$ cat config.mk
export PLATFORM = sky130hd
export DESIGN_NAME = tmr8_top
export DESIGN_NICKNAME = d
export VERILOG_FILES = /design/src/inc/tmr8_pkg.sv /design/src/inc/tmr8_tick_if.sv /design/src/hdl/tmr8_top.sv /design/src/hdl/tmr8_prescaler.sv
export VERILOG_INCLUDE_DIRS = /design/src /design/src/inc
export SDC_FILE = /design/constraint.sdc
export NUM_CORES = 1
export LEC_CHECK = 0
export BUFFER_PORTS_ARGS = -buffer_cell sky130_fd_sc_hd__buf_2
export CORE_MARGIN = 4
export CORE_UTILIZATION = 42
export CTS_CLUSTER_DIAMETER = 60
export DETAILED_ROUTE_END_ITERATION = 10
export GPL_TIMING_DRIVEN = 0
export PLACE_DENSITY = 0.66
export SYNTH_ARGS = -nofsm -noshare
export SYNTH_HDL_FRONTEND = slang
export SYNTH_HIERARCHICAL = 1
export SYNTH_SLANG_ARGS = --single-unit
export TNS_END_PERCENT = 5
$ cat constraint.sdc
create_clock -name pclk -period 2.5 [get_ports pclk]
set_input_delay 0.25 -clock pclk [delete_from_list [all_inputs] [get_ports pclk]]
set_output_delay 0.25 -clock pclk [all_outputs]
set_load 0.05 [all_outputs]
$ cat src/inc/tmr8_params.svh
// Register offsets, field positions, reset values and prescale counts of the timer
`ifndef TMR8_PARAMS_SVH
`define TMR8_PARAMS_SVH

`define TMR8_OFS_CTRL 8'h00
`define TMR8_OFS_COUNT 8'h04
`define TMR8_OFS_COMPARE 8'h08
`define TMR8_OFS_STATUS 8'h0c
`define TMR8_OFS_DIR 8'h10

`define TMR8_CTRL_MODE_LSB 0
`define TMR8_CTRL_MODE_MSB 1
`define TMR8_CTRL_ACTION_LSB 2
`define TMR8_CTRL_ACTION_MSB 3
`define TMR8_CTRL_CS_LSB 4
`define TMR8_CTRL_CS_MSB 6
`define TMR8_CTRL_FORCE_BIT 7
`define TMR8_STATUS_OVF_BIT 0
`define TMR8_STATUS_CMP_BIT 1
`define TMR8_DIR_BIT 0

`define TMR8_BOTTOM 8'h00
`define TMR8_MAX 8'hff
`define TMR8_MAX_LESS_ONE 8'hfe
`define TMR8_ONE 8'h01

`define TMR8_RESET_BYTE 8'h00
`define TMR8_RESET_WORD 32'h0000_0000

`define TMR8_ACT_OFF 2'h0
`define TMR8_ACT_TOGGLE 2'h1
`define TMR8_ACT_CLEAR 2'h2
`define TMR8_ACT_SET 2'h3

`define TMR8_CS_STOP 3'h0
`define TMR8_CS_DIV1 3'h1
`define TMR8_CS_DIV8 3'h2
`define TMR8_CS_DIV64 3'h3
`define TMR8_CS_DIV256 3'h4
`define TMR8_CS_DIV1024 3'h5

`define TMR8_PRESCALE_WIDTH 10
`define TMR8_MASK_DIV8 10'h007
`define TMR8_MASK_DIV64 10'h03f
`define TMR8_MASK_DIV256 10'h0ff
`define TMR8_MASK_DIV1024 10'h3ff

`endif

$ cat src/inc/tmr8_pkg.sv
// Types shared by the timer modules
package tmr8_pkg;

	typedef enum logic [1:0] {
		tmr8_normal,
		tmr8_phase_pwm,
		tmr8_clear_on_match,
		tmr8_fast_pwm
	} tmr8_mode_t;

	typedef struct packed {
		logic [9:0] divider;
		logic tick;
	} tmr8_presc_state_t;

	typedef struct packed {
		logic pready;
		logic pslverr;
		logic [31:0] prdata;
		tmr8_mode_t mode;
		logic [1:0] action;
		logic [2:0] clock_select;
		logic direction;
		logic [7:0] count;
		logic [7:0] compare_buf;
		logic [7:0] compare_act;
		logic count_down;
		logic match_pending;
		logic block;
		logic overflow_flag;
		logic compare_match_flag;
		logic compare_output;
		logic pin_out;
		logic pin_oe_n;
	} tmr8_state_t;

endpackage

$ cat src/inc/tmr8_tick_if.sv
// Clock select and timer tick between the timer and its prescaler
`timescale 1ns/100ps
`default_nettype none
interface tmr8_tick_if;
	logic [2:0] clock_select;
	logic tick;
	modport prescaler (input clock_select, output tick);
	modport timer (output clock_select, input tick);
endinterface
`default_nettype wire

$ cat src/hdl/tmr8_top.sv
// Eight-bit timer with clear-on-match and two PWM modes behind an APB slave
//
// Operation
// - Clear-on-match mode clears the count after it equals the compare value.
// - Clear-on-match compare value is unbuffered; a low write waits for wrap.
// - Clear-on-match with action 1 inverts the output on every match.
// - The pin shows the output state only while its direction bit says output.
// - Clear-on-match sets overflow on the tick the count goes from max to zero.
// - Fast PWM counts up bottom to max, then restarts at bottom.
// - Fast PWM increments to max and clears to bottom on the next tick.
// - Fast PWM sets overflow every time the count reaches max.
// - Fast PWM action 2 clears on match, sets at max; action 3 reverses.
// - Fast PWM compare at bottom gives a spike; at max a constant level.
// - Fast PWM action 1 toggles on match, compare value still buffered.
// - Phase correct PWM counts up to max, then down to bottom, repeatedly.
// - Phase correct PWM turns at max and holds max for one tick.
// - Phase correct action 2 clears on up match, sets on down; 3 inverts.
// - Phase correct PWM sets overflow each time the count reaches bottom.
// - Phase correct compare at bottom gives constant low, at max constant high.
// - Phase correct PWM always has eight bits of resolution.
// - All logic runs on the I/O clock; the tick is only an enable.
// - The tick is the I/O clock divided by 1, 8, 64, 256 or 1024.
// - Clear-on-match raises the compare match flag once per period.
// - Clear-on-match toggle period is 2 times prescale times one plus compare.
// - PWM period is prescale times 256 in fast, times 510 in phase correct.
// - PWM modes load the compare value at the extreme; others at once.
// - Maximum count is 0xff and bottom is 0x00.
// - Compare match flag sets on the tick after the count equals compare.
//
// Decided for this implementation: the APB register port and the address map.
`timescale 1ns/100ps
`default_nettype none
`include "tmr8_params.svh"
module tmr8_top
	import tmr8_pkg::*;
#(
	parameter int ADDR_WIDTH = 8
) (
	input wire logic pclk,
	input wire logic presetn,
	input wire logic psel,
	input wire logic penable,
	input wire logic pwrite,
	input wire logic [ADDR_WIDTH-1:0] paddr,
	input wire logic [31:0] pwdata,
	output logic [31:0] prdata,
	output logic pready,
	output logic pslverr,
	output logic compare_pin_out,
	output logic compare_pin_oe_n
);

	initial begin
		if (ADDR_WIDTH < 5 || ADDR_WIDTH > 32) begin
			$error("Address must reach all five registers");
		end
	end

	tmr8_tick_if tick_bus ();

	tmr8_prescaler #(
		.DIV_WIDTH(`TMR8_PRESCALE_WIDTH)
	) u_prescaler (
		.pclk(pclk),
		.presetn(presetn),
		.tick_bus(tick_bus.prescaler)
	);

	tmr8_state_t st;
	tmr8_state_t next_st;

	function automatic logic addr_is(input logic [ADDR_WIDTH-1:0] addr, input logic [7:0] ofs);
		addr_is = 32'(addr) == {24'h00_0000, ofs};
	endfunction

	function automatic logic is_pwm(input tmr8_mode_t mode);
		is_pwm = mode == tmr8_fast_pwm || mode == tmr8_phase_pwm;
	endfunction

	// Toggle, clear or set on a match; off leaves the state alone
	function automatic logic match_action(input logic [1:0] action, input logic cur);
		case (action)
			`TMR8_ACT_TOGGLE: match_action = ~cur;
			`TMR8_ACT_CLEAR: match_action = 1'b0;
			`TMR8_ACT_SET: match_action = 1'b1;
			default: match_action = cur;
		endcase
	endfunction

	function automatic logic addr_mapped(input logic [ADDR_WIDTH-1:0] addr);
		addr_mapped = addr_is(addr, `TMR8_OFS_CTRL) || addr_is(addr, `TMR8_OFS_COUNT) ||
			addr_is(addr, `TMR8_OFS_COMPARE) || addr_is(addr, `TMR8_OFS_STATUS) ||
			addr_is(addr, `TMR8_OFS_DIR);
	endfunction

	logic setup_done;
	logic wr_done;
	logic hit;
	logic at_max;
	logic at_bot;
	logic top_special;
	logic [31:0] read_word;

	assign setup_done = psel && penable && !st.pready;
	// Writes land on the completing edge only
	assign wr_done = psel && penable && st.pready && pwrite;
	assign hit = st.count == st.compare_act && !st.block;
	assign at_max = st.count == `TMR8_MAX;
	assign at_bot = st.count == `TMR8_BOTTOM;
	// Compare at max with clear or set: match ignored, level set at the top
	assign top_special = st.compare_act == `TMR8_MAX && st.action[1];

	always_comb begin
		read_word = `TMR8_RESET_WORD;
		if (addr_is(paddr, `TMR8_OFS_CTRL)) begin
			read_word[`TMR8_CTRL_MODE_MSB:`TMR8_CTRL_MODE_LSB] = st.mode;
			read_word[`TMR8_CTRL_ACTION_MSB:`TMR8_CTRL_ACTION_LSB] = st.action;
			read_word[`TMR8_CTRL_CS_MSB:`TMR8_CTRL_CS_LSB] = st.clock_select;
		end else if (addr_is(paddr, `TMR8_OFS_COUNT)) begin
			read_word[7:0] = st.count;
		end else if (addr_is(paddr, `TMR8_OFS_COMPARE)) begin
			read_word[7:0] = st.compare_buf;
		end else if (addr_is(paddr, `TMR8_OFS_STATUS)) begin
			read_word[`TMR8_STATUS_OVF_BIT] = st.overflow_flag;
			read_word[`TMR8_STATUS_CMP_BIT] = st.compare_match_flag;
		end else if (addr_is(paddr, `TMR8_OFS_DIR)) begin
			read_word[`TMR8_DIR_BIT] = st.direction;
		end
	end

	always_comb begin
		next_st = st;

		// One wait state: answer is registered on the second access cycle
		next_st.pready = setup_done;
		if (setup_done) begin
			next_st.prdata = read_word;
			next_st.pslverr = !addr_mapped(paddr);
		end else begin
			next_st.pslverr = 1'b0;
		end

		// Clear first so a tick in the same cycle still sets the flag
		if (wr_done && addr_is(paddr, `TMR8_OFS_STATUS)) begin
			if (pwdata[`TMR8_STATUS_OVF_BIT]) begin
				next_st.overflow_flag = 1'b0;
			end
			if (pwdata[`TMR8_STATUS_CMP_BIT]) begin
				next_st.compare_match_flag = 1'b0;
			end
		end

		// Counting and flag setting only on the tick enable
		if (tick_bus.tick) begin
			next_st.block = 1'b0;
			next_st.match_pending = hit;
			if (st.match_pending) begin
				next_st.compare_match_flag = 1'b1;
			end
			case (st.mode)
				tmr8_clear_on_match: begin
					if (hit) begin
						next_st.count = `TMR8_BOTTOM;
						next_st.compare_output = match_action(st.action, st.compare_output);
					end else begin
						// Missed top runs on through max and wraps
						next_st.count = st.count + `TMR8_ONE;
					end
					if (at_max) begin
						next_st.overflow_flag = 1'b1;
					end
				end
				tmr8_fast_pwm: begin
					next_st.count = st.count + `TMR8_ONE;
					if (at_max) begin
						next_st.overflow_flag = 1'b1;
						next_st.compare_act = st.compare_buf;
					end
					if (at_max && st.action[1]) begin
						next_st.compare_output = !st.action[0];
					end else if (hit && !top_special) begin
						next_st.compare_output = match_action(st.action, st.compare_output);
					end
				end
				tmr8_phase_pwm: begin
					if (!st.count_down) begin
						if (at_max) begin
							next_st.count_down = 1'b1;
							next_st.count = `TMR8_MAX_LESS_ONE;
							next_st.compare_act = st.compare_buf;
						end else begin
							next_st.count = st.count + `TMR8_ONE;
						end
					end else if (st.count == `TMR8_ONE || at_bot) begin
						next_st.count_down = 1'b0;
						next_st.count = `TMR8_BOTTOM;
						next_st.overflow_flag = 1'b1;
					end else begin
						next_st.count = st.count - `TMR8_ONE;
					end
					if (top_special) begin
						if (at_max && !st.count_down) begin
							next_st.compare_output = !st.action[0];
						end
					end else if (hit && st.action[1]) begin
						// Bottom counts as up-slope, so compare at bottom stays low
						if (st.count_down && !at_bot) begin
							next_st.compare_output = !st.action[0];
						end else begin
							next_st.compare_output = st.action[0];
						end
					end
				end
				default: begin
					next_st.count = st.count + `TMR8_ONE;
					if (hit) begin
						next_st.compare_output = match_action(st.action, st.compare_output);
					end
					if (at_max) begin
						next_st.overflow_flag = 1'b1;
					end
				end
			endcase
		end

		// Register writes win over the tick for the count
		if (wr_done) begin
			if (addr_is(paddr, `TMR8_OFS_CTRL)) begin
				next_st.mode = tmr8_mode_t'(pwdata[`TMR8_CTRL_MODE_MSB:`TMR8_CTRL_MODE_LSB]);
				next_st.action = pwdata[`TMR8_CTRL_ACTION_MSB:`TMR8_CTRL_ACTION_LSB];
				next_st.clock_select = pwdata[`TMR8_CTRL_CS_MSB:`TMR8_CTRL_CS_LSB];
				// Force acts only outside PWM and never touches flags or count
				if (pwdata[`TMR8_CTRL_FORCE_BIT] && !is_pwm(st.mode)) begin
					next_st.compare_output = match_action(
						pwdata[`TMR8_CTRL_ACTION_MSB:`TMR8_CTRL_ACTION_LSB],
						next_st.compare_output);
				end
			end
			if (addr_is(paddr, `TMR8_OFS_COUNT)) begin
				next_st.count = pwdata[7:0];
				next_st.block = 1'b1;
			end
			if (addr_is(paddr, `TMR8_OFS_COMPARE)) begin
				next_st.compare_buf = pwdata[7:0];
				if (!is_pwm(st.mode)) begin
					next_st.compare_act = pwdata[7:0];
				end
			end
			if (addr_is(paddr, `TMR8_OFS_DIR)) begin
				next_st.direction = pwdata[`TMR8_DIR_BIT];
			end
		end

		// Leaving PWM must not strand a stale buffered compare
		if (!is_pwm(next_st.mode)) begin
			next_st.compare_act = next_st.compare_buf;
		end
		if (next_st.mode != tmr8_phase_pwm) begin
			next_st.count_down = 1'b0;
		end

		// Internal state kept even while the pin is not driven
		next_st.pin_out = next_st.compare_output;
		next_st.pin_oe_n = !(next_st.direction && next_st.action != `TMR8_ACT_OFF);
	end

	always_ff @(posedge pclk or negedge presetn) begin
		if (!presetn) begin
			st <= '0;
			st.pin_oe_n <= 1'b1;
		end else begin
			st <= next_st;
		end
	end

	assign tick_bus.clock_select = st.clock_select;
	assign prdata = st.prdata;
	assign pready = st.pready;
	assign pslverr = st.pslverr;
	assign compare_pin_out = st.pin_out;
	assign compare_pin_oe_n = st.pin_oe_n;

endmodule
`default_nettype wire

$ cat src/hdl/tmr8_prescaler.sv
// Prescaler making the timer tick from the I/O clock
`timescale 1ns/100ps
`default_nettype none
`include "tmr8_params.svh"
module tmr8_prescaler
	import tmr8_pkg::*;
#(
	parameter int DIV_WIDTH = `TMR8_PRESCALE_WIDTH
) (
	input wire logic pclk,
	input wire logic presetn,
	tmr8_tick_if.prescaler tick_bus
);

	initial begin
		if (DIV_WIDTH != `TMR8_PRESCALE_WIDTH) begin
			$error("Prescaler width must be ten bits");
		end
	end

	tmr8_presc_state_t st;
	tmr8_presc_state_t next_st;

	// Divider runs free, so a select change takes effect within one period
	always_comb begin
		next_st = st;
		next_st.divider = st.divider + 10'h001;
		case (tick_bus.clock_select)
			`TMR8_CS_DIV1: next_st.tick = 1'b1;
			`TMR8_CS_DIV8: next_st.tick = (st.divider & `TMR8_MASK_DIV8) == `TMR8_MASK_DIV8;
			`TMR8_CS_DIV64: next_st.tick = (st.divider & `TMR8_MASK_DIV64) == `TMR8_MASK_DIV64;
			`TMR8_CS_DIV256: next_st.tick = (st.divider & `TMR8_MASK_DIV256) == `TMR8_MASK_DIV256;
			`TMR8_CS_DIV1024: next_st.tick = st.divider == `TMR8_MASK_DIV1024;
			default: next_st.tick = 1'b0;
		endcase
	end

	always_ff @(posedge pclk or negedge presetn) begin
		if (!presetn) begin
			st <= '0;
		end else begin
			st <= next_st;
		end
	end

	assign tick_bus.tick = st.tick;

endmodule
`default_nettype wire

## Word-level counts from Yosys, hierarchy flattened

Index checks and enable logic that the tools add are counted.
Widths: inputs -> output; s select.

| word-level totals | value |
|---|---|
| bits in registers | 60 |
| input bits | 45 |
| output and inout bits | 36 |
| logic and storage cells | 145 |

| operators by class | value |
|---|---|
| $add $sub $neg | 3 |
| eq/ne operators | 29 |
| muxes and demuxes | 55 |
| bitwise gates (word level) | 2 |
| reductions and logical operators | 37 |

Operators with widths:

| operator | number |
|---|---|
| $mux 8 | 11 |
| $mux 32 | 1 |
| $pmux 8 s2 | 2 |
| $mux 1 | 29 |
| $eq 8x8->1 const B | 3 |
| $eq 8x4->1 const B | 2 |
| $logic_not 8->1 | 2 |
| $mux 16 | 1 |
| $eq 2x2->1 const B | 7 |
| $logic_and 1x1->1 | 14 |
| $mux 14 | 1 |
| $mux 7 | 2 |
| $add 10x1->10 const B | 1 |
| $eq 10x10->1 const B | 1 |
| $eq 3x3->1 const B | 3 |
| $logic_not 1->1 | 9 |
| $mux 9 | 1 |
| $add 8x1->8 const B | 1 |
| $eq 2x1->1 const B | 4 |
| $eq 8x1->1 const B | 1 |
| $eq 8x3->1 const B | 1 |
| $eq 8x5->1 const B | 1 |
| $eq 8x8->1 | 1 |
| $sub 8x1->8 const B | 1 |
| 13 further kinds | 26 |

## Logic depth before layout (Yosys ltp)

Gate-level depths: netlist of the first run.

| depth | value |
|---|---|
| depth after elaboration | 15 |
| mapped depth | 10 |
| gate-level depth less buffers | 9 |

## By module

Netlist of the first run, hierarchy kept.

By module, submodules not included:

| module | times used | cells an instance | area an instance (um^2) | sequential area each (um^2) |
|---|---|---|---|---|
| tmr8_top | 1 | 389 | 3467.1 | 1227.4 |
| tmr8_prescaler | 1 | 40 | 490.5 | 275.3 |

## Worst setup path before layout of the first run

Ideal clock, no wire load.

| timing | value |
|---|---|
| kind | flip-flop to flip-flop |
| start | register st[24] in the netlist's numbering |
| end | register st[8] in the netlist's numbering |
| setup time | 0.119 ns |
| arrival time | 2.264 ns |
| required time | 2.381 ns |
| slack | 0.117 ns |
| stages on the path, launching flop included | 9 |
| path buffers | 0 |
| clock period less this slack | 2.383 ns |
| cell sequence | dfrtp_1 ha_1 nand3_1 nor3_1 nand2_1 a211oi_1 a211oi_1 a211o_1 o21a_1 |

RTL lines:

| element | line | RTL |
|---|---|---|
| start, declared | tmr8_top.sv:69 | `tmr8_state_t st;` |
| start signal, assigned | tmr8_top.sv:272 | `st <= next_st;` |

==> results_dict.tcl, run 1 <==
set metrics [dict create \
    diodes 0 \
    layout-drive-gt1-share_pct 27.8 \
    reg2reg_from "st[24]" \
    core-area_sq_um 9200 \
    arrival_ns 2.78 \
    synthTopCellsByCount "dfrtp_1 (59), nand2_1 (46), buf_4 (33), o21ai_0 (29), a21oi_1 (25)" \
    routedWlPerCell_microns 17.1 \
    path_class "reg2reg" \
    antenna_found_initial 0 \
    fin_skew_ns 0.00795 \
    cp.required_ns 2.76 \
    final_cells 615 \
    synth-edff-count 0 \
    fin_util_pct 50.9 \
    synth_cell_type_count 59 \
    grt_usage_pct 19.5 \
    dieHeight_microns 105 \
    rows 35 \
    clk_path_buf_depth 2 \
    hold_slack_ns -0.00738 \
    grt_pass1_wl_microns 17300 \
    clk_latency_ns 0.33 \
    die_x_microns 105 \
    period_share_pct 100 \
    synthesis.area_sq_um 3960 \
    wirelength_microns 10500 \
    dr.pass1.iters 5 \
    synth_top_area_share_pct 37.3 \
    synth_seq_area_share_pct 38.0 \
    ys_seq_elements 60 \
    finalWeightedCongestion 0.907 \
    dieArea_sq_um 11000 \
    r2r_end "compare_pin_out" \
    syn-instance-count 429 \
    fmax_mhz 398 \
    cts_tree "done" \
    cts_sinks 60 \
    grt_start_max_net_pins 61 \
    async_reset_ff_share_pct 100 \
    worst_pin_slew_ns 0.782 \
    drt_iter0_drc 250 \
    drc_errors 0 \
    yosysMostFrequentCell "dfrtp_1" \
    slew-limit-headroom_pct 47.8 \
    place_inst 594 \
    portBuffers 31 \
    synth_area_leaders "dfrtp_1 (37%), buf_4 (6.3%), mux2_2 (5.4%)" \
    violations "hold timing, setup timing" \
    power.density_nw_per_um2 436 \
    setup_viol 1 \
    syn2layout_area_growth_pct 18.2 \
    max_cap_violations 0 \
    htree_num_levels 3 \
    status "finished, violations left" \
    vias 3503 \
    p_leak_nw 2.11 \
    viasPerCell 5.70 \
    reg2reg_depth 7 \
    ys.flop_type "dfrtp_1" \
    critPathLaunchType "flop" \
    avgSynthCellArea_sq_um 9.23 \
    hold_viol 1 \
    ant_nets 0 \
    io_pins 81 \
    fillers 864 \
    setup_ws_ns -0.0122 \
    critPathMaxFanout 8 \
    dp_hpwl_microns 7750 \
    cts.clk_slew.worst_paths_ns 0.07 \
    place_area_sq_um 4340 \
    cts_buffers 9 \
    grt_pass1_vias 3404 \
    setup.worst_path.start "st[24]" \
    ys.warnings.count 6 \
    final_area_sq_um 4680 \
    final-max-slew-violation-count 0 \
    cts_hold_buf 0 \
    crit_end "compare_pin_out" \
    rsz0062_at_grt "true" \
    min_period_ns 2.51 \
    clockRootBuffer "clkbuf_8" \
    reg2reg_slack_ns -0.01 \
    gr-total-overflow 0 \
    end_kind "flop" \
    total_power_mw 2.04 \
    start_util_pct 43.0 \
    hp-class "in2async" \
    ir_worst_vdd_mv 0.316 \
    yosysTopAreaCell "dfrtp_1" \
    fin_nets 554 \
]
[per-layer routing]
layer | global-route usage, % | vias up | wire (microns)
met2 | 33.3 | 140 | 5220
met1 | 25.0 | 1707 | 4450
met4 | 3.66 | 0 | 131
met3 | 5.19 | 12 | 732
met5 | 0 | - | 0
li1 | - | 1644 | -
[how the worst min path moves through the flow]
stage                                  start                  to  slack [ns]  cells past startpoint
after floorplan                      presetn     compare_pin_out       -0.05                      0
after global placement    u_prescaler/st[10]  u_prescaler/st[10]        0.47                      1
after detailed placement  u_prescaler/st[10]  u_prescaler/st[10]        0.47                      1
after CTS                          pwdata[5]              st[29]        0.18                      3
after global routing                 presetn     compare_pin_out        0.05                      1
final                                presetn     compare_pin_out      -0.007                      1
[kinds of logic after synthesis]
group / after synthesis / synth area share (%)
and+or+nand+nor: 136 / 18.7
AOI/OAI and AO/OA: 112 / 19.4
buffers and inverters: 69 / 10.4
DFF: 60 / 38.0
xor gates and xnor gates: 22 / 4.87
muxes: 20 / 5.75
adders and majority gates: 9 / 2.85
other: 1 / 0.0948
[critical path, stage by stage, from the launching register on]
cell and delay [ns]:
dfrtp_2 0.49, xnor2_1 0.18, nand4_1 0.23, or3_4 0.49, o311ai_2 0.30, a31oi_2 0.13
or4_1 0.53, nand3_1 0.10
[power breakdown]
group          internal [mW]  switching (mW)
logic                 0.0618           0.162
clock network          0.462           0.364
registers              0.979         0.00903
total                   1.50           0.536
[registers in the layout (all words and copies together) (netlist names)]
register / flops
compare_pin_oe_n: 1
compare_pin_out: 1
prdata: 8
pready: 1
pslverr: 1
st: 34
tick_bus.clock_select: 3
u_prescaler/st: 10
u_prescaler/tick_bus.tick: 1
[cell usage in the layout (no fill, tap or decap), drive strengths merged, types with 2 or more instances in the layout]
cell     n
nor2    15
ha       9
o211ai   3
o311ai   8
nor4     5
a21oi   25
mux2    19
a21o     4
a31oi    5
a211oi   5
buf     79
xor2     4
a222oi   6
o41ai    3
dfrtp   59
nor4b    3
o21ai   29
a211o    4
and4     2
inv     16
clkbuf  25
nor3     8
nand2   49
nand4    6
nand3   13
nor2b    8
and3     7
o31ai    2
nand2b   4
and2     2
or3      3
or4      7
xnor2   18
nand3b   3
conb    24
o21a     9
[what timing repair did]
action	in CTS	in global routing
cloned	0	0
setup endpoints to repair	14	13
resized for setup	9	15
pin swaps	2	5
buffers inserted	3	4
hold endpoints to repair	0	0
[final cells by class]
class	instances	area, sq um	area share [%]
clock buffer	14	183	3.90
timing repair buffer	38	210	4.49
inverter	16	60.1	1.28
buffer	52	352	7.52
tap	111	139	2.97
clock inverter	1	5.00	0.107
sequential	60	1510	32.2
multi-input combinational	323	2220	47.6
[metrics by stage]
stage                     hold slack (ns)  setup TNS (ns)  setup WS (ns)
final                            -0.00738         -0.0122        -0.0122
after global routing               0.0457          -0.145        -0.0938
after CTS                           0.183               0        0.00227
after detailed placement            0.469           -6.25         -0.815
after global placement              0.466           -6.05         -0.809
after floorplan                   -0.0456               0          0.117
Note: power is estimated with default switching activity, not from simulation.
==> run 2: changes to the inputs <==
--- a/config.mk
+++ b/config.mk
@@ -13,6 +13,7 @@
 export DETAILED_ROUTE_END_ITERATION = 10
 export GPL_TIMING_DRIVEN = 0
 export PLACE_DENSITY = 0.66
+export SKIP_LAST_GASP = 1
 export SYNTH_ARGS = -nofsm -noshare
 export SYNTH_HDL_FRONTEND = slang
 export SYNTH_HIERARCHICAL = 1
==> run 2 against run 1 <==
The flow finishes with violations (hold timing). Routed wire length is the same. Count of clock-buffer cells in the layout did not move. Register-to-register slack better by 0.07 ns. Sequential share of layout area is 0.15 points lower. Cell count stayed put. First-iteration DRC count up 4.4%. Flip-flop and latch count is the same. Largest power group unchanged.
==> results_dict.tcl, run 2 (synthesis gave the netlist of run 1 again) <==
set metrics [dict create \
    rows 35 \
    fillers 865 \
    dr.pass1.iters 5 \
    fmax_mhz 409 \
    slew-limit-headroom_pct 48.5 \
    max_cap_violations 0 \
    power.share.clock_pct 40.5 \
    switching_share_pct 26.3 \
    grt_start_max_net_pins 61 \
    cts_buffers 9 \
    routedWlPerCell_microns 17.1 \
    grt_pass1_wl_microns 17300 \
    core-area_sq_um 9200 \
    ant_nets 0 \
    layout_commonest_cell "dfrtp_1" \
    total_power_mw 2.04 \
    drt_iter0_drc 261 \
    fin_nets 554 \
    setup_viol 0 \
    cts_tree "done" \
    htree_num_levels 3 \
    p_comb_share_pct 11.0 \
    grt_pass1_vias 3391 \
    clockRootBuffer "clkbuf_8" \
    fin_setup_tns_ns 0 \
    finalWeightedCongestion 0.907 \
    dp_hpwl_microns 7750 \
    cts.clk_slew.worst_paths_ns 0.07 \
    regArea_sq_um 1510 \
    fin_util_pct 51.1 \
    clk_path_buf_depth 2 \
    die_x_microns 105 \
    final-max-slew-violation-count 0 \
    setup.worst_path.start "st[24]" \
    cts_hold_buf 0 \
    layout-drive-gt1-share_pct 28.0 \
    diodes 0 \
    ir_worst_vdd_mv 0.316 \
    seqPwrFrac_pct 48.5 \
    intPower_mw 1.50 \
    p_leak_nw 2.11 \
    io_pins 81 \
    drc_errors 0 \
    fin_skew_ns 0.00787 \
    start_util_pct 43.0 \
    vias 3475 \
    violations "hold timing" \
    hp-class "in2async" \
    hold_viol 9 \
    dieHeight_microns 105 \
    final_cell_mix "dfrtp_1 (57), nand2_1 (46), buf_4 (42), buf_2 (34), o21ai_0 (28)" \
    critPathMaxFanout 8 \
    arrival_ns 2.71 \
    antenna_found_initial 0 \
    cts_sinks 60 \
    end_kind "flop" \
    grt_usage_pct 19.4 \
    portBuffers 31 \
    viasPerCell 5.65 \
    regMostFlops "st" \
    power.density_nw_per_um2 434 \
    status "finished, violations left" \
    largest_reg_flops 34 \
    wirelength_microns 10500 \
    syn2layout_area_growth_pct 18.7 \
    path_class "reg2reg" \
    critPathLaunchType "flop" \
    dieArea_sq_um 11000 \
    min_period_ns 2.44 \
    p_sw_mw 0.536 \
    cp.required_ns 2.77 \
    period_share_pct 97.7 \
    worst_pin_slew_ns 0.772 \
    reg2reg_from "st[24]" \
    hold_slack_ns -0.0166 \
    gr-total-overflow 0 \
    multi_input_area_sq_um 2250 \
    clk_latency_ns 0.33 \
    rsz0062_at_grt "true" \
]
[run 2: changes by cell type in the layout (fill, tap and decap cells not counted)]
cell / delta
nor2_1: +1
nor2_2: -1
nor4_1: -1
nor4_2: +1
o21ai_0: +1
o21ai_1: -1
o311ai_2: -1
o311ai_4: +1
xnor2_1: -1
xnor2_2: +1
[run 2: final timing paths]
path                                      endpoint  slack, ns  cells after the start
worst max-delay path               compare_pin_out       0.06                      7
worst min-delay path               compare_pin_out      -0.02                      1
worst max register to register     compare_pin_out       0.06                      7
worst min register to register  u_prescaler/st[10]       0.47                      1
max in group asynchronous                   st[24]       1.97                      1
min in group pclk                           st[30]       0.20                      3
[run 2: repair_timing]
item / in CTS / in global routing
gates cloned: 0 / 0
setup buffers: 3 / 4
resized for setup: 6 / 19
endpoints found under the hold margin: 0 / 0
pin swaps: 1 / 6
setup endpoints to repair: 14 / 16
[run 2: stage by stage]
step           setup WS, ns  instances  instance area (sq um)
3_5_place_dp         -0.815        594                   4340
3_3_place_gp         -0.809        594                   4340
6_report             0.0566        615                   4700
2_1_floorplan         0.117        452                   4040
5_1_grt             -0.0460        615                   4700
4_1_cts             -0.0771        612                   4570
[run 2: cell type report]
cell class / instances / share of cell area [%]
multi-input combinational: 323 / 47.8
timing repair buffer: 38 / 4.47
inverter: 16 / 1.28
clock inverter: 1 / 0.106
clock buffer: 14 / 3.89
buffer: 52 / 7.48
sequential: 60 / 32.0
tap: 111 / 2.96
[run 2: metal layers]
metal / part of all wire [%] / vias to the layer above / GRT usage [%] / routed length (microns)
li1: - / 1643 / - / -
met1: 42 / 1681 / 24.9 / 4410
met2: 49 / 133 / 33.2 / 5150
met3: 7.6 / 18 / 5.19 / 796
met4: 1.7 / 0 / 3.66 / 182
met5: 0 / - / 0 / 0
[run 2: critical path: stages, from the launching register on]
cell      delay, ns
dfrtp_2        0.49
xnor2_2        0.18
nand4_1        0.20
or3_4          0.48
o311ai_4       0.28
a31oi_2        0.13
or4_1          0.53
nand3_1        0.09
[run 2: power by group through the flow]
stage | sequential (mW) | clock (mW) | combinational (mW)
global placement | 1.00 | 0 | 0.215
CTS | 0.987 | 0.847 | 0.219
global route | 0.989 | 0.893 | 0.243
finish | 0.988 | 0.826 | 0.225
detailed placement | 1.01 | 0 | 0.218
floorplan | 1.01 | 0 | 0.150
